[src/verilog/smcrc_map.vh]
// smcrc_map.vh - constants for the serial memory crc unit
// assumes: included by its bare name from the design files
`ifndef SMCRC_MAP_VH
`define SMCRC_MAP_VH
`define SMCRC_POLY8        8'h8C
`define SMCRC_POLY16       16'hA001
`define SMCRC_ZERO8        8'h00
`define SMCRC_ZERO16       16'h0000
`define SMCRC_END_OFFSET   5'h1F
`define SMCRC_ROM_ID       56'h0000_0000_0000_01
`define SMCRC_MODE_NONE    2'h0
`define SMCRC_MODE_RDFIRST 2'h1
`define SMCRC_MODE_RDNEXT  2'h2
`define SMCRC_MODE_WRSP    2'h3
`define SMCRC_ST_IDLE      2'h0
`define SMCRC_ST_HDR       2'h1
`define SMCRC_ST_DATA      2'h2
`endif

[src/verilog/smcrc_shift.v]
// smcrc_shift.v - one-byte lsb-first shifter for a reflected crc
// assumes: caller feeds a byte and a current value, result is combinational
`timescale 1ns/1ps
`default_nettype none
module smcrc_shift #(
    parameter W = 16
) (
    input  wire [W-1:0] crc_in,
    input  wire [W-1:0] poly,
    input  wire [7:0]   data_in,
    output wire [W-1:0] crc_out
);
    wire [W-1:0] stage [0:8];
    assign stage[0] = crc_in;
    genvar i;
    generate
        for (i = 0; i < 8; i = i + 1) begin : g_bit
            // lsb of each byte enters first, as on the line
            wire fb = stage[i][0] ^ data_in[i];
            assign stage[i+1] = fb ? ((stage[i] >> 1) ^ poly) : (stage[i] >> 1);
        end
    endgenerate
    assign crc_out = stage[8];
endmodule
`default_nettype wire

[src/verilog/smcrc_unit.v]
// smcrc_unit.v - crc generation for identity rom and 16-bit transfer checks
// assumes: the command machinery presents each byte with a one-cycle strobe,
// marks its kind (header or data) and says when a pass or write begins.
// How it works
// - identity rom top byte holds a fixed check code, not computed live
// - identity check polynomial is x8 + x5 + x4 + 1
// - identity check code is sent exactly as stored, never inverted
// - transfer check polynomial is x16 + x15 + x2 + 1
// - transfer check value always leaves the device complemented
// - first read pass: clear, then command, address, data, counter, tamper bytes
// - later read passes: clear, then data, counter and tamper bytes only
// - scratchpad write: clear, then command, both address bytes, all data
// - write check sent only if writing reached scratchpad offset all ones
// - writes may start anywhere; check covers every following byte
`timescale 1ns/1ps
`default_nettype none
`include "smcrc_map.vh"
module smcrc_unit (
    input  wire        clk,
    input  wire        rst,
    input  wire        start,
    input  wire [1:0]  mode,
    input  wire        byte_valid,
    input  wire        byte_is_hdr,
    input  wire [7:0]  byte_data,
    input  wire [4:0]  sp_offset,
    input  wire        finish,
    output reg  [63:0] rom_id,
    output reg  [15:0] crc_tx,
    output reg         crc_tx_valid,
    output reg         crc_send,
    output reg  [15:0] crc_raw,
    output reg         busy
);
    ////////////////////////////////////////////////////////////////////////
    // identity rom: check byte built once as if lasered at manufacture
    ////////////////////////////////////////////////////////////////////////
    // body value is arbitrary, a stand-in for the factory serial
    parameter [55:0] ROM_BODY = `SMCRC_ROM_ID;

    function [7:0] id_crc;
        input [55:0] body;
        integer k;
        reg [7:0] c;
        begin
            c = `SMCRC_ZERO8;
            for (k = 0; k < 56; k = k + 1) begin
                if (c[0] ^ body[k]) begin
                    c = (c >> 1) ^ `SMCRC_POLY8;
                end else begin
                    c = c >> 1;
                end
            end
            id_crc = c;
        end
    endfunction

    // constant expression: no run-time generator for this code
    localparam [7:0] ID_CHECK = id_crc(ROM_BODY);

    ////////////////////////////////////////////////////////////////////////
    // 16-bit generator
    ////////////////////////////////////////////////////////////////////////
    reg  [1:0]  mode_reg;
    reg  [1:0]  mode_next;
    reg  [1:0]  st_reg;
    reg  [1:0]  st_next;
    reg  [15:0] crc_reg;
    reg  [15:0] crc_next;
    reg         hit_end_reg;
    reg         hit_end_next;
    wire [15:0] crc_shifted;

    // generator states, binary coded
    localparam [1:0] ST_IDLE = `SMCRC_ST_IDLE;
    localparam [1:0] ST_HDR  = `SMCRC_ST_HDR;
    localparam [1:0] ST_DATA = `SMCRC_ST_DATA;

    smcrc_shift #(
        .W(16)
    ) u_shift (
        .crc_in (crc_reg),
        .poly   (`SMCRC_POLY16),
        .data_in(byte_data),
        .crc_out(crc_shifted)
    );

    // header bytes count only where the mode carries a header
    wire hdr_ok = (mode_reg == `SMCRC_MODE_RDFIRST) || (mode_reg == `SMCRC_MODE_WRSP);
    // later read passes drop command and address bytes
    wire take = byte_valid && (st_reg != ST_IDLE) &&
                (byte_is_hdr ? hdr_ok : 1'b1);

    always @* begin
        mode_next    = mode_reg;
        st_next      = st_reg;
        crc_next     = crc_reg;
        hit_end_next = hit_end_reg;
        if (start) begin
            mode_next    = mode;
            crc_next     = `SMCRC_ZERO16;
            hit_end_next = 1'b0;
            st_next      = (mode == `SMCRC_MODE_NONE) ? ST_IDLE : ST_HDR;
        end else begin
            case (st_reg)
                ST_IDLE: begin
                    st_next = ST_IDLE;
                end
                ST_HDR, ST_DATA: begin
                    if (take) begin
                        crc_next = crc_shifted;
                        if (!byte_is_hdr) begin
                            st_next = ST_DATA;
                        end
                        // any start offset allowed; end flag sees every data byte
                        if (!byte_is_hdr && mode_reg == `SMCRC_MODE_WRSP &&
                            sp_offset == `SMCRC_END_OFFSET) begin
                            hit_end_next = 1'b1;
                        end
                    end
                    if (finish) begin
                        st_next = ST_IDLE;
                    end
                end
                default: begin
                    st_next = ST_IDLE;
                end
            endcase
        end
    end

    always @(posedge clk) begin
        if (rst) begin
            mode_reg    <= `SMCRC_MODE_NONE;
            st_reg      <= ST_IDLE;
            crc_reg     <= `SMCRC_ZERO16;
            hit_end_reg <= 1'b0;
        end else begin
            mode_reg    <= mode_next;
            st_reg      <= st_next;
            crc_reg     <= crc_next;
            hit_end_reg <= hit_end_next;
        end
    end

    ////////////////////////////////////////////////////////////////////////
    // outputs, all registered
    ////////////////////////////////////////////////////////////////////////
    wire ending = finish && !start && (st_reg != ST_IDLE);
    // final byte may arrive with finish, so use the next values
    wire send_ok = (mode_reg != `SMCRC_MODE_WRSP) || hit_end_next;

    always @(posedge clk) begin
        if (rst) begin
            rom_id       <= {`SMCRC_ZERO8, 56'h0000_0000_0000_00};
            crc_tx       <= `SMCRC_ZERO16;
            crc_tx_valid <= 1'b0;
            crc_send     <= 1'b0;
            crc_raw      <= `SMCRC_ZERO16;
            busy         <= 1'b0;
        end else begin
            rom_id       <= {ID_CHECK, ROM_BODY};
            crc_raw      <= crc_next;
            busy         <= (st_next != ST_IDLE);
            crc_tx_valid <= ending;
            crc_send     <= ending && send_ok;
            if (ending) begin
                crc_tx <= ~crc_next;
            end
        end
    end
endmodule
`default_nettype wire

[config.mk]
export PLATFORM = sky130hd
export DESIGN_NAME = smcrc_unit
export DESIGN_NICKNAME = d
export VERILOG_FILES = /design/src/verilog/smcrc_shift.v /design/src/verilog/smcrc_unit.v
export VERILOG_INCLUDE_DIRS = /design/src /design/src/verilog
export SDC_FILE = /design/constraint.sdc
export NUM_CORES = 1
export LEC_CHECK = 0
export ABC_AREA = 1
export BUFFER_PORTS_ARGS = -buffer_cell sky130_fd_sc_hd__buf_2
export CORE_MARGIN = 3
export CORE_UTILIZATION = 42
export CTS_CLUSTER_SIZE = 8
export DETAILED_ROUTE_END_ITERATION = 12
export HOLD_SLACK_MARGIN = 0.05
export PLACE_DENSITY = 0.86
export RECOVER_POWER = 50
export SLEW_MARGIN = 20
export SYNTH_ARGS = -nofsm -noshare
export SYNTH_HDL_FRONTEND = slang
export SYNTH_SLANG_ARGS = --single-unit
[constraint.sdc]
create_clock -name clk -period 1.7 [get_ports clk]
set_input_delay 0.34 -clock clk [delete_from_list [all_inputs] [get_ports clk]]
set_output_delay 0.34 -clock clk [all_outputs]
set_load 0.05 [all_outputs]
# After elaboration in Yosys (flattened, before gate mapping)
# Cells that the tools add are included.
[word_totals]
ff_bits = 104
in_bits = 21
output_inout_bits = 99
wordCells = 70
[op_classes]
eq_ne = 6
n_mux = 23
bitwise = 17
reduce_logical = 15
[ops]
columns = ["operator", "count"]
rows = [
  ["16-bit two-way mux", 11],
  ["62-bit two-way mux", 1],
  ["2-bit inverter with 3-bit output", 8],
  ["16-bit inverter", 1],
  ["2-bit two-way mux", 5],
  ["1-bit bitwise XOR", 8],
  ["1-bit logical AND", 7],
  ["1-bit two-way mux", 6],
  ["5-bit == test, second input constant", 1],
  ["2-bit by 1-bit == test with 1-bit output, second input constant", 2],
  ["2-bit == test, second input constant", 2],
  ["2-bit nonzero test", 2],
  ["1-bit zero test", 2],
  ["2-bit zero test", 1],
  ["1-bit logical OR", 2],
  ["2-bit inequality test, second input constant", 1],
  ["2-bit OR reduction", 1],
]

# Logic depth before layout (Yosys ltp)
# Gate-level depths: netlist (run 1).
[depth]
word_depth = 20
depth_mapped = 20

# Modules after synthesis
# Synthesis (run 1) repeated with hierarchy kept, for this count alone.
[unflattened]
hier_cells = 852
area_unflattened_um2 = 5032.3
[modules_own_cells]
columns = ["module", "instances", "cells_each", "area_each_um2", "seq_area_each_um2"]
rows = [
  ["smcrc_shift", 1, 542, 2802.7, 0.0],
  ["smcrc_unit", 1, 310, 2229.6, 820.8],
]

# Worst setup path after synthesis (run 1)
# OpenSTA, ideal clock, no wires.
[synth_path]
path_type = "reg-to-reg"
from = "register crc_raw[1] (netlist name)"
to = "register crc_tx[0]"
setup_ps = 109
arrival_time_ps = 2083
required_ps = 1591
path_slack_ps = -492
stages_incl_launch_ff = 20
path_buffers = 0
period_less_slack_ps = 2192
path_cell_list = "dfxtp_1 inv_1 nand2_1 nand2_1 nand2_1 nand2_1 nand2_2 nand3_1 nand2_2 nand2_1 nand3_2 nand2_2 nand2_4 nand2_4 nand2_4 nand3_4 nand2_2 nand3_2 nand2_1 inv_1"
[synth_lines]
columns = ["element", "line", "rtl"]
rows = [
  ["to (signal assigned)", "smcrc_unit.v:156", "crc_tx <= `SMCRC_ZERO16;"],
  ["to (signal assigned)", "smcrc_unit.v:168", "crc_tx <= ~crc_next;"],
  ["to (decl)", "smcrc_unit.v:29", "output reg [15:0] crc_tx,"],
]

==> results of run 1 <==
-- per-layer routing --
metal | GRT usage | vias to the layer above | part of all wire
li1 | - | 1084 | -
met1 | 0.193 | 1020 | 0.39
met2 | 0.273 | 98 | 0.49
met3 | 0.0423 | 21 | 0.071
met4 | 0.0833 | 0 | 0.041
met5 | 0 | - | 0
-- placed cells by master, fill, tap and decap left out, types with 3 or more instances in the layout --
cell type / instances
sky130_fd_sc_hd__o21bai_1: 8
sky130_fd_sc_hd__nor2_1: 21
sky130_fd_sc_hd__dfxtp_1: 36
sky130_fd_sc_hd__o21ai_1: 5
sky130_fd_sc_hd__dfxtp_4: 3
sky130_fd_sc_hd__clkbuf_8: 5
sky130_fd_sc_hd__buf_4: 37
sky130_fd_sc_hd__nand2_1: 26
sky130_fd_sc_hd__nand3_1: 4
sky130_fd_sc_hd__clkbuf_1: 31
sky130_fd_sc_hd__nand3_4: 7
sky130_fd_sc_hd__o21a_1: 3
sky130_fd_sc_hd__nor3_1: 5
sky130_fd_sc_hd__a21oi_1: 9
sky130_fd_sc_hd__o21ai_0: 22
sky130_fd_sc_hd__buf_2: 32
sky130_fd_sc_hd__xor2_1: 5
sky130_fd_sc_hd__nand4_1: 5
sky130_fd_sc_hd__nand3_2: 5
sky130_fd_sc_hd__inv_1: 24
sky130_fd_sc_hd__nand2_2: 9
sky130_fd_sc_hd__nand2_4: 13
sky130_fd_sc_hd__inv_2: 9
sky130_fd_sc_hd__conb_1: 58
-- cells by family (layout without fill, tap and decap cells) --
logic type / count (synthesis) / count (layout) / share of synthesized area
buffers and inverters: 106 / 143 / 0.276
and+or+nand+nor: 101 / 101 / 0.208
AOI/OAI and AO/OA: 57 / 57 / 0.138
DFF: 41 / 41 / 0.333
xor gates and xnor gates: 10 / 10 / 0.0385
adders and majority gates: 1 / 1 / 0.00507
other: 1 / 58 / 0.00152
-- stage by stage --
stage	instance area [um2]	cells	setup WS, ns
after floorplan	2720	374	-0.174
after detailed placement	2810	466	-0.334
after global placement	2810	466	-0.196
after global routing	3110	483	-0.450
after CTS	2940	476	-0.196
final	3110	483	-0.358
-- cell type report --
class,count,area share
multi-input combinational,227,0.446
sequential,41,0.268
timing repair buffer,102,0.191
inverter,34,0.0418
tap,72,0.0290
clock buffer,6,0.0233
clock inverter,1,0.00161
-- what timing repair did --
item                       4_1_cts  5_1_grt
pin swaps                        9       24
resized for setup               12       42
hold endpoints to repair         0        0
setup endpoints to repair       23       32
setup buffers                    3        8
cloned                           0        1
-- worst paths after layout --
kind | start | cells after the start | end
hold / removal | finish | 2 | st_reg[1]$_SDFF_PP0_
setup reg to reg | crc_raw[0]$_SDFF_PP0_ | 17 | crc_tx[12]$_SDFFE_PP0P_
hold reg to reg | mode_reg[1]$_SDFFE_PP0P_ | 2 | mode_reg[1]$_SDFFE_PP0P_
setup / recovery | crc_raw[0]$_SDFF_PP0_ | 17 | crc_tx[12]$_SDFFE_PP0P_
-- power groups by stage --
stage	logic [mW]	clock network (mW)	registers, mW
2_1_floorplan	0.582	0	1.08
3_3_place_gp	0.662	0	1.01
3_5_place_dp	0.671	0	1.01
4_1_cts	0.689	0.615	0.992
5_1_grt	0.815	0.673	0.997
6_report	0.771	0.610	0.994
-- critical path: stages, from the launching register on --
cell,delay (ns)
sky130_fd_sc_hd__dfxtp_4,0.39
sky130_fd_sc_hd__inv_4,0.04
sky130_fd_sc_hd__nand2_2,0.06
sky130_fd_sc_hd__nand2_2,0.07
sky130_fd_sc_hd__nand2_4,0.09
sky130_fd_sc_hd__nand2_4,0.06
sky130_fd_sc_hd__nand2_4,0.09
sky130_fd_sc_hd__nand2_4,0.07
sky130_fd_sc_hd__nand2_4,0.09
sky130_fd_sc_hd__nand3_2,0.12
sky130_fd_sc_hd__nand3_4,0.14
sky130_fd_sc_hd__nand2_4,0.08
sky130_fd_sc_hd__nand2_4,0.09
sky130_fd_sc_hd__nand2_4,0.07
sky130_fd_sc_hd__buf_4,0.14
sky130_fd_sc_hd__a22oi_2,0.15
sky130_fd_sc_hd__nand2_1,0.12
sky130_fd_sc_hd__a21oi_2,0.12
==> results.yml, run 1 <==
clock_network:
  clk_pin_slew_worst_paths_ns: 0.08
  clock_tree.buffer_depth: 2
  numClockSinks: 41
  cts_hold_buffers: 0
  htree_levels: 2
  numCtsBuffers: 5
  clock_latency_ns: 0.30
  cts_root_buffer: "sky130_fd_sc_hd__clkbuf_8"
  tritoncts: "built"
placed_design:
  placement.io_buffers: 61
  place.detailed.hpwl_um: 4300
  finalWeightedCongestion: 0.855
final_layout:
  nNetsFinal: 433
  ant_diodes: 0
  reg_top3: "crc_raw (16), crc_tx (16)"
  multi_input_comb_area_um2: 1390
  share_of_cells_above_drive_strength_1: 0.343
  fin_util: 0.555
  sequential_cell_area_um2: 835
  layout.filler_cells: 494
  area_growth_pct: 26.1
yosys:
  yosysMostFrequentCell: "sky130_fd_sc_hd__buf_4"
  synth_cell_types: 37
  sequential_share_of_the_synthesized_area: 0.333
  synth_area_um2: 2470
  syn-mean-instance-area_um2: 7.78
  synthCells: 317
  netlist.area_leader.share: 0.333
  synth-edff-count: 0
  synth_top_cells_by_area: "sky130_fd_sc_hd__dfxtp_1, sky130_fd_sc_hd__buf_4, sky130_fd_sc_hd__nand2_1"
  synth_ff_type: "sky130_fd_sc_hd__dfxtp_1"
  synth_top_area_cell: "sky130_fd_sc_hd__dfxtp_1"
  synth-warning-count: 0
  number_of_flip_flops_and_latches_in_the_synthesized_netlist: 41
  synth_common_cells: "sky130_fd_sc_hd__buf_4, sky130_fd_sc_hd__dfxtp_1, sky130_fd_sc_hd__nand2_1, sky130_fd_sc_hd__inv_1, sky130_fd_sc_hd__o21ai_0"
  synthArstFlopShare: 0
detailed_routing:
  dr.first_iter.drc_count: 102
  first_pass_iters: 4
  drcViolationCount: 0
  final_antenna_net_count: 0
  viasPerCell: 4.60
  finalWirelength_um: 6390
  detail_route.wl_per_cell_um: 13.2
  detailroute.via_count: 2223
floorplanning:
  die_h_um: 82.6
  boundaryPins: 120
  design.core.area_um2: 5610
  std_cell_rows: 27
  floorplan.die_area_um2: 6830
  die_x_um: 82.6
  start_util: 0.440
worst_setup_path:
  critical_path.endpoint_type: "flip-flop"
  worstPathArrival_ns: 2.30
  cp_max_fo: 5
  setup_slack_of_the_worst_register_to_register_path_ns: -0.36
  critical_path.startpoint_type: "flip-flop"
  timing_worst_setup_path_type: "reg -> reg"
  worst-endpoint-required_ns: 1.94
sta:
  clock-skew-final_ns: 0.00441
  holdWs_ns: 0.268
  timing.final.hold_violations: 0
  postLayoutSetupSlackWorst_ns: -0.358
  worstMarginPinSlew_ns: 0.761
  finalSetupViolCount: 16
  rsz0062_at_grt: "true"
  period_share: 1.21
  fin_tns_setup_ns: -3.31
  fmax_ghz: 0.486
  max-slew-margin-rel: 0.493
  final.min_clock_period_ns: 2.06
  maxSlewViolCount: 0
global_route:
  grt_antenna_before_repair: 0
  grt_pass1_vias: 1885
  groute.usage.overall: 0.164
  gr-total-overflow: 0
  grt_max_degree: 26
  grt_first_pass_wirelength_um: 8530
outcome:
  run_status: "finished, violations left"
  failed_checks: "negative setup slack"
pwr:
  cell_internal_pwr_mw: 1.44
  share_comb_of_total_power: 0.324
  power.switching_mw: 0.940
  vdd_ir_drop_max_mv: 0.527
  power.leakage_nw: 1.54
  p_sw_frac: 0.396
  p_total_mw: 2.38
  power.density_cell_area_nw_per_um2: 763
  sequentialPowerShare: 0.419
  clock_power_share: 0.257
worst_hold_path:
  hp-class: "in -> reg"
flow_run:
  max_cap_violations: 0
Power figures use the tool's default switching activity.
==> inputs of run 2 (changes only) <==
- GPL_ROUTABILITY_DRIVEN: not set -> 0
- SETUP_SLACK_MARGIN: not set -> 0.05
==> results.yml, run 2 (synthesis gave the netlist of run 1 again) <==
clock_network:
  clock_latency_ns: 0.31
  clock_tree.buffer_depth: 2
  numClockSinks: 41
  numCtsBuffers: 5
  cts_root_buffer: "sky130_fd_sc_hd__clkbuf_8"
  htree_levels: 2
  cts_hold_buffers: 0
  tritoncts: "built"
  clk_pin_slew_worst_paths_ns: 0.08
placed_design:
  dp_slack_ns: -0.309
  placedInstanceArea_um2: 2810
  place.detailed.hpwl_um: 4450
  place.detailed.instances: 466
  placement.io_buffers: 61
final_layout:
  final_cell_area_um2: 3440
  nNetsFinal: 444
  layout.filler_cells: 454
  ant_diodes: 0
  multi_input_comb_area_um2: 1520
  layout.cells.non_filler: 495
  share_of_cells_above_drive_strength_1: 0.485
  reg_top3: "crc_raw (16), crc_tx (16)"
  area_growth_pct: 39.4
  sequential_cell_area_um2: 836
  most-common-layout-cells: "sky130_fd_sc_hd__conb_1, sky130_fd_sc_hd__buf_2, sky130_fd_sc_hd__buf_4"
  most_common_cell_after_layout_fill_and_taps_aside: "sky130_fd_sc_hd__conb_1"
detailed_routing:
  detail_route.wl_per_cell_um: 16.4
  drcViolationCount: 0
  viasPerCell: 5.04
  first_pass_iters: 5
  finalWirelength_um: 8120
  dr.first_iter.drc_count: 207
  final_antenna_net_count: 0
  detailroute.via_count: 2495
floorplanning:
  die_x_um: 82.6
  boundaryPins: 120
  start_util: 0.440
  std_cell_rows: 27
  die_h_um: 82.6
  design.core.area_um2: 5610
  floorplan.die_area_um2: 6830
pwr:
  power.density_cell_area_nw_per_um2: 719
  power.leakage_nw: 1.72
  vdd_ir_drop_max_mv: 0.496
sta:
  final.min_clock_period_ns: 2.05
  rsz0062_at_grt: "true"
  maxSlewViolCount: 0
  fin_tns_setup_ns: -3.93
  worstMarginPinSlew_ns: 0.597
  timing.final.hold_violations: 0
  period_share: 1.20
  max-slew-margin-rel: 0.604
  clock-skew-final_ns: 0.00623
  postLayoutSetupSlackWorst_ns: -0.347
  finalSetupViolCount: 21
  fmax_ghz: 0.489
global_route:
  grt_pass1_vias: 2094
  groute.usage.overall: 0.181
  gr-total-overflow: 0
  grt_first_pass_wirelength_um: 9420
  grt_antenna_before_repair: 0
  grt_max_degree: 26
outcome:
  failed_checks: "negative setup slack"
  run_status: "finished, violations left"
worst_setup_path:
  worst-endpoint-required_ns: 1.90
  worstPathArrival_ns: 2.25
  timing_worst_setup_path_type: "reg -> reg"
  critical_path.endpoint_type: "flip-flop"
  cp_max_fo: 5
  critical_path.startpoint_type: "flip-flop"
worst_hold_path:
  hp-class: "in -> reg"
flow_run:
  max_cap_violations: 0
[run 2: where the power goes]
| group | switching, mW | total, mW | internal, mW |
|---|---|---|---|
| Combinational | 0.633 | 0.833 | 0.199 |
| Clock | 0.360 | 0.645 | 0.285 |
| Sequential | 0.0165 | 0.996 | 0.980 |
| Total | 1.01 | 2.47 | 1.46 |
[run 2: critical path, cell delays in order (launching register included)]
cell                       delay, ns
sky130_fd_sc_hd__dfxtp_4        0.37
sky130_fd_sc_hd__inv_2          0.06
sky130_fd_sc_hd__nand2_1        0.04
sky130_fd_sc_hd__nand2_1        0.07
sky130_fd_sc_hd__nand2_2        0.08
sky130_fd_sc_hd__nand2_2        0.11
sky130_fd_sc_hd__nand2_4        0.08
sky130_fd_sc_hd__nand2_4        0.08
sky130_fd_sc_hd__nand2_4        0.07
sky130_fd_sc_hd__nand2_4        0.10
sky130_fd_sc_hd__nand2_4        0.08
sky130_fd_sc_hd__nand3_4        0.10
sky130_fd_sc_hd__nand2_4        0.08
sky130_fd_sc_hd__inv_2          0.08
sky130_fd_sc_hd__nand2_4        0.07
sky130_fd_sc_hd__o211ai_1       0.13
sky130_fd_sc_hd__o21ai_2        0.12
sky130_fd_sc_hd__o21bai_1       0.16
sky130_fd_sc_hd__inv_1          0.06
[run 2: final cells by class]
class,instances,area share
clock buffer,6,0.0211
clock inverter,2,0.00291
inverter,34,0.0408
multi-input combinational,227,0.443
sequential,41,0.243
tap,72,0.0262
timing repair buffer,113,0.223
[run 2: metal layers]
| layer | GRT usage | share of wire |
|---|---|---|
| met5 | 0 | 0 |
| met1 | 0.202 | 0.35 |
| met2 | 0.312 | 0.50 |
| met3 | 0.0434 | 0.091 |
| met4 | 0.108 | 0.059 |
[run 2: path summary, 6_finish.rpt]
kind                            startpoint                        to  slack, ns  depth (start not counted)
hold reg to reg   mode_reg[1]$_SDFFE_PP0P_  mode_reg[1]$_SDFFE_PP0P_       0.50                          2
setup reg to reg     crc_raw[1]$_SDFF_PP0_   crc_tx[11]$_SDFFE_PP0P_      -0.35                         18
hold / removal                      finish      st_reg[1]$_SDFF_PP0_       0.27                          2
setup / recovery     crc_raw[1]$_SDFF_PP0_   crc_tx[11]$_SDFFE_PP0P_      -0.35                         18
[run 2: stage by stage]
step | power, mW | hold slack (ns) | utilization
floorplan | 1.67 | 0.441 | -
global placement | 1.67 | 0.466 | 0.501
detailed placement | 1.68 | 0.476 | 0.501
CTS | 2.35 | 0.272 | 0.549
global route | 2.55 | 0.275 | 0.613
finish | 2.47 | 0.266 | 0.613
[run 2: repair_timing]
action / in CTS / in global routing
cloned: 0 / 1
resized for setup: 30 / 78
buffers inserted: 13 / 9
setup endpoints to repair: 27 / 32
pin swaps: 18 / 35
==> inputs of run 3 (changes only) <==
- ABC_AREA: 1 -> not set
- CORE_UTILIZATION: 42 -> 41
==> results.yml, run 3 <==
final_layout:
  nNetsFinal: 353
  fin_util: 0.528
  ant_diodes: 0
  share_of_cells_above_drive_strength_1: 0.277
  most_common_cell_after_layout_fill_and_taps_aside: "sky130_fd_sc_hd__conb_1"
  reg_top3: "crc_raw (16), crc_tx (16)"
  area_growth_pct: 22.9
  final_cell_area_um2: 2750
  most-common-layout-cells: "sky130_fd_sc_hd__conb_1, sky130_fd_sc_hd__clkbuf_1, sky130_fd_sc_hd__dfxtp_1"
worst_setup_path:
  cp_max_fo: 2
  worstRegToRegCells: 6
  critical_path.endpoint_type: "flip-flop"
  worst_r2r_startpoint: "crc_raw[7]$_SDFF_PP0_"
  setup_slack_of_the_worst_register_to_register_path_ns: -0.23
  timing.critical_path.from: "crc_raw[7]$_SDFF_PP0_"
  worst-endpoint-required_ns: 1.87
  critical_path.startpoint_type: "flip-flop"
  worst_r2r_endpoint: "crc_tx[0]$_SDFFE_PP0P_"
  timing_worst_setup_path_type: "reg -> reg"
  worstPathArrival_ns: 2.10
clock_network:
  cts_hold_buffers: 0
  clk_pin_slew_worst_paths_ns: 0.08
  htree_levels: 2
  numClockSinks: 41
  tritoncts: "built"
  clock_latency_ns: 0.29
  numCtsBuffers: 5
  clock_tree.buffer_depth: 2
  cts_root_buffer: "sky130_fd_sc_hd__clkbuf_8"
placed_design:
  placement.io_buffers: 61
  placedInstanceArea_um2: 2550
  place.detailed.hpwl_um: 3710
yosys:
  synthArstFlopShare: 0
  synthCells: 258
  synth_cell_types: 33
  sequential_share_of_the_synthesized_area: 0.367
  synth_ff_type: "sky130_fd_sc_hd__dfxtp_1"
  number_of_flip_flops_and_latches_in_the_synthesized_netlist: 41
  synth-edff-count: 0
  synth_top_cells_by_area: "sky130_fd_sc_hd__dfxtp_1, sky130_fd_sc_hd__buf_4, sky130_fd_sc_hd__nor2_1"
  syn-mean-instance-area_um2: 8.67
  netlist.area_leader.share: 0.367
  synth_top_area_cell: "sky130_fd_sc_hd__dfxtp_1"
  yosysMostFrequentCell: "sky130_fd_sc_hd__buf_4"
  synth-warning-count: 0
  synth_area_um2: 2240
  synth_common_cells: "sky130_fd_sc_hd__buf_4, sky130_fd_sc_hd__dfxtp_1, sky130_fd_sc_hd__nor2_1, sky130_fd_sc_hd__nand2_1, sky130_fd_sc_hd__a21oi_1"
floorplanning:
  die_h_um: 79.8
  die_x_um: 79.8
  std_cell_rows: 26
  boundaryPins: 120
  floorplan.die_area_um2: 6380
  design.core.area_um2: 5200
  start_util: 0.430
sta:
  rsz0062_at_grt: "true"
  maxSlewViolCount: 0
  period_share: 1.13
  holdWs_ns: 0.257
  postLayoutSetupSlackWorst_ns: -0.229
  timing.final.hold_violations: 0
  max-slew-margin-rel: 0.535
  final.min_clock_period_ns: 1.93
  clock-skew-final_ns: 0.0102
  fmax_ghz: 0.518
  finalSetupViolCount: 4
  worstMarginPinSlew_ns: 0.700
detailed_routing:
  dr.first_iter.drc_count: 37
  first_pass_iters: 4
  finalWirelength_um: 5080
  viasPerCell: 4.32
  detailroute.via_count: 1735
  detail_route.wl_per_cell_um: 12.6
  final_antenna_net_count: 0
  drcViolationCount: 0
flow_run:
  max_cap_violations: 0
outcome:
  run_status: "finished, violations left"
  failed_checks: "negative setup slack"
pwr:
  share_comb_of_total_power: 0.273
  p_sw_frac: 0.364
  power.leakage_nw: 1.18
  power.switching_mw: 0.850
  vdd_ir_drop_max_mv: 0.525
  clock_power_share: 0.307
  sequentialPowerShare: 0.419
  power.density_cell_area_nw_per_um2: 850
  cell_internal_pwr_mw: 1.49
worst_hold_path:
  hp-class: "in -> reg"
  hold-path-cell-count: 2
  hold_path.startpoint: "finish"
  hold-path-endpoint: "st_reg[1]$_SDFF_PP0_"
global_route:
  grt_antenna_before_repair: 0
  grt_first_pass_wirelength_um: 7400
  gr-total-overflow: 0
  grt_max_degree: 23
  grt_pass1_vias: 1530
  groute.usage.overall: 0.149
-- run 3: cell count changes after synthesis, moves of 8 or more --
cell                       delta
sky130_fd_sc_hd__mux2i_1      +8
sky130_fd_sc_hd__o21ai_0     -18
sky130_fd_sc_hd__nor2b_1      +8
sky130_fd_sc_hd__xnor2_1      +8
sky130_fd_sc_hd__nand2_1     -14
sky130_fd_sc_hd__o21bai_1     -8
sky130_fd_sc_hd__inv_1       -26
-- run 3: logic make-up after synthesis --
logic type,Yosys count,synth area share
other,1,0.00168
flip-flops,41,0.367
AND/OR/NAND/NOR,72,0.144
multiplexers,8,0.0358
adder cells (fa/ha/maj),1,0.00560
buffers and inverters,78,0.238
XOR/XNOR,24,0.124
AO/OA/AOI/OAI,33,0.0839
-- run 3: power by group through the flow --
stage	registers, mW	clock network (mW)	logic, mW
2_1_floorplan	1.06	0	0.563
3_3_place_gp	1.00	0	0.600
3_5_place_dp	1.00	0	0.610
4_1_cts	0.978	0.727	0.621
5_1_grt	0.982	0.785	0.670
6_report	0.979	0.718	0.639
-- run 3: repair_timing --
item / CTS / global route
resized for setup: 5 / 17
endpoints found under the setup margin: 10 / 23
pin swaps: 6 / 5
setup buffers: 1 / 2
-- run 3: per-layer routing --
metal	track usage	vias to the layer above	wire (um)	share of wire
li1	-	855	-	-
met1	0.179	802	2050	0.40
met2	0.260	72	2660	0.52
met3	0.0451	6	322	0.063
met4	0.0355	0	42	0.0083
met5	0	-	0	0
-- run 3: layout make-up --
class                   count  area (um2)
inverters                   4        15.0
clock inverters             1        5.00
fillers                   499        2460
well taps                  70        87.6
clock buffers               7        97.6
flip-flops and latches     41         853
multi-input cells         196        1240
repair buffers             83         448
-- run 3: worst max-delay path, stage by stage, from the launching register on --
cell and delay, ns:
sky130_fd_sc_hd__dfxtp_4 0.36, sky130_fd_sc_hd__xnor2_2 0.17, sky130_fd_sc_hd__xnor3_1 0.47, sky130_fd_sc_hd__xnor3_2 0.43
sky130_fd_sc_hd__xor2_2 0.17, sky130_fd_sc_hd__o21ai_1 0.13, sky130_fd_sc_hd__a21oi_1 0.07
-- run 3: worst max path at each step --
stage	end	cells after the start	slack, ns
final	crc_tx[0]$_SDFFE_PP0P_	6	-0.23
after global routing	crc_tx[0]$_SDFFE_PP0P_	6	-0.33
after CTS	crc_tx[0]$_SDFFE_PP0P_	6	-0.21
after floorplan	crc_raw[0]$_SDFF_PP0_	6	-0.17
after global placement	crc_raw[0]$_SDFF_PP0_	7	-0.25
after detailed placement	crc_raw[0]$_SDFF_PP0_	7	-0.35
-- run 3: per-stage QoR --
stage          cells  setup WS, ns  power, mW  setup TNS [ns]
2_1_floorplan    315        -0.168       1.62          -0.451
5_1_grt          402        -0.328       2.44           -1.22
3_3_place_gp     391        -0.254       1.60          -0.817
3_5_place_dp     391        -0.351       1.61           -1.29
6_report         402        -0.229       2.34          -0.637
4_1_cts          400        -0.208       2.33          -0.544
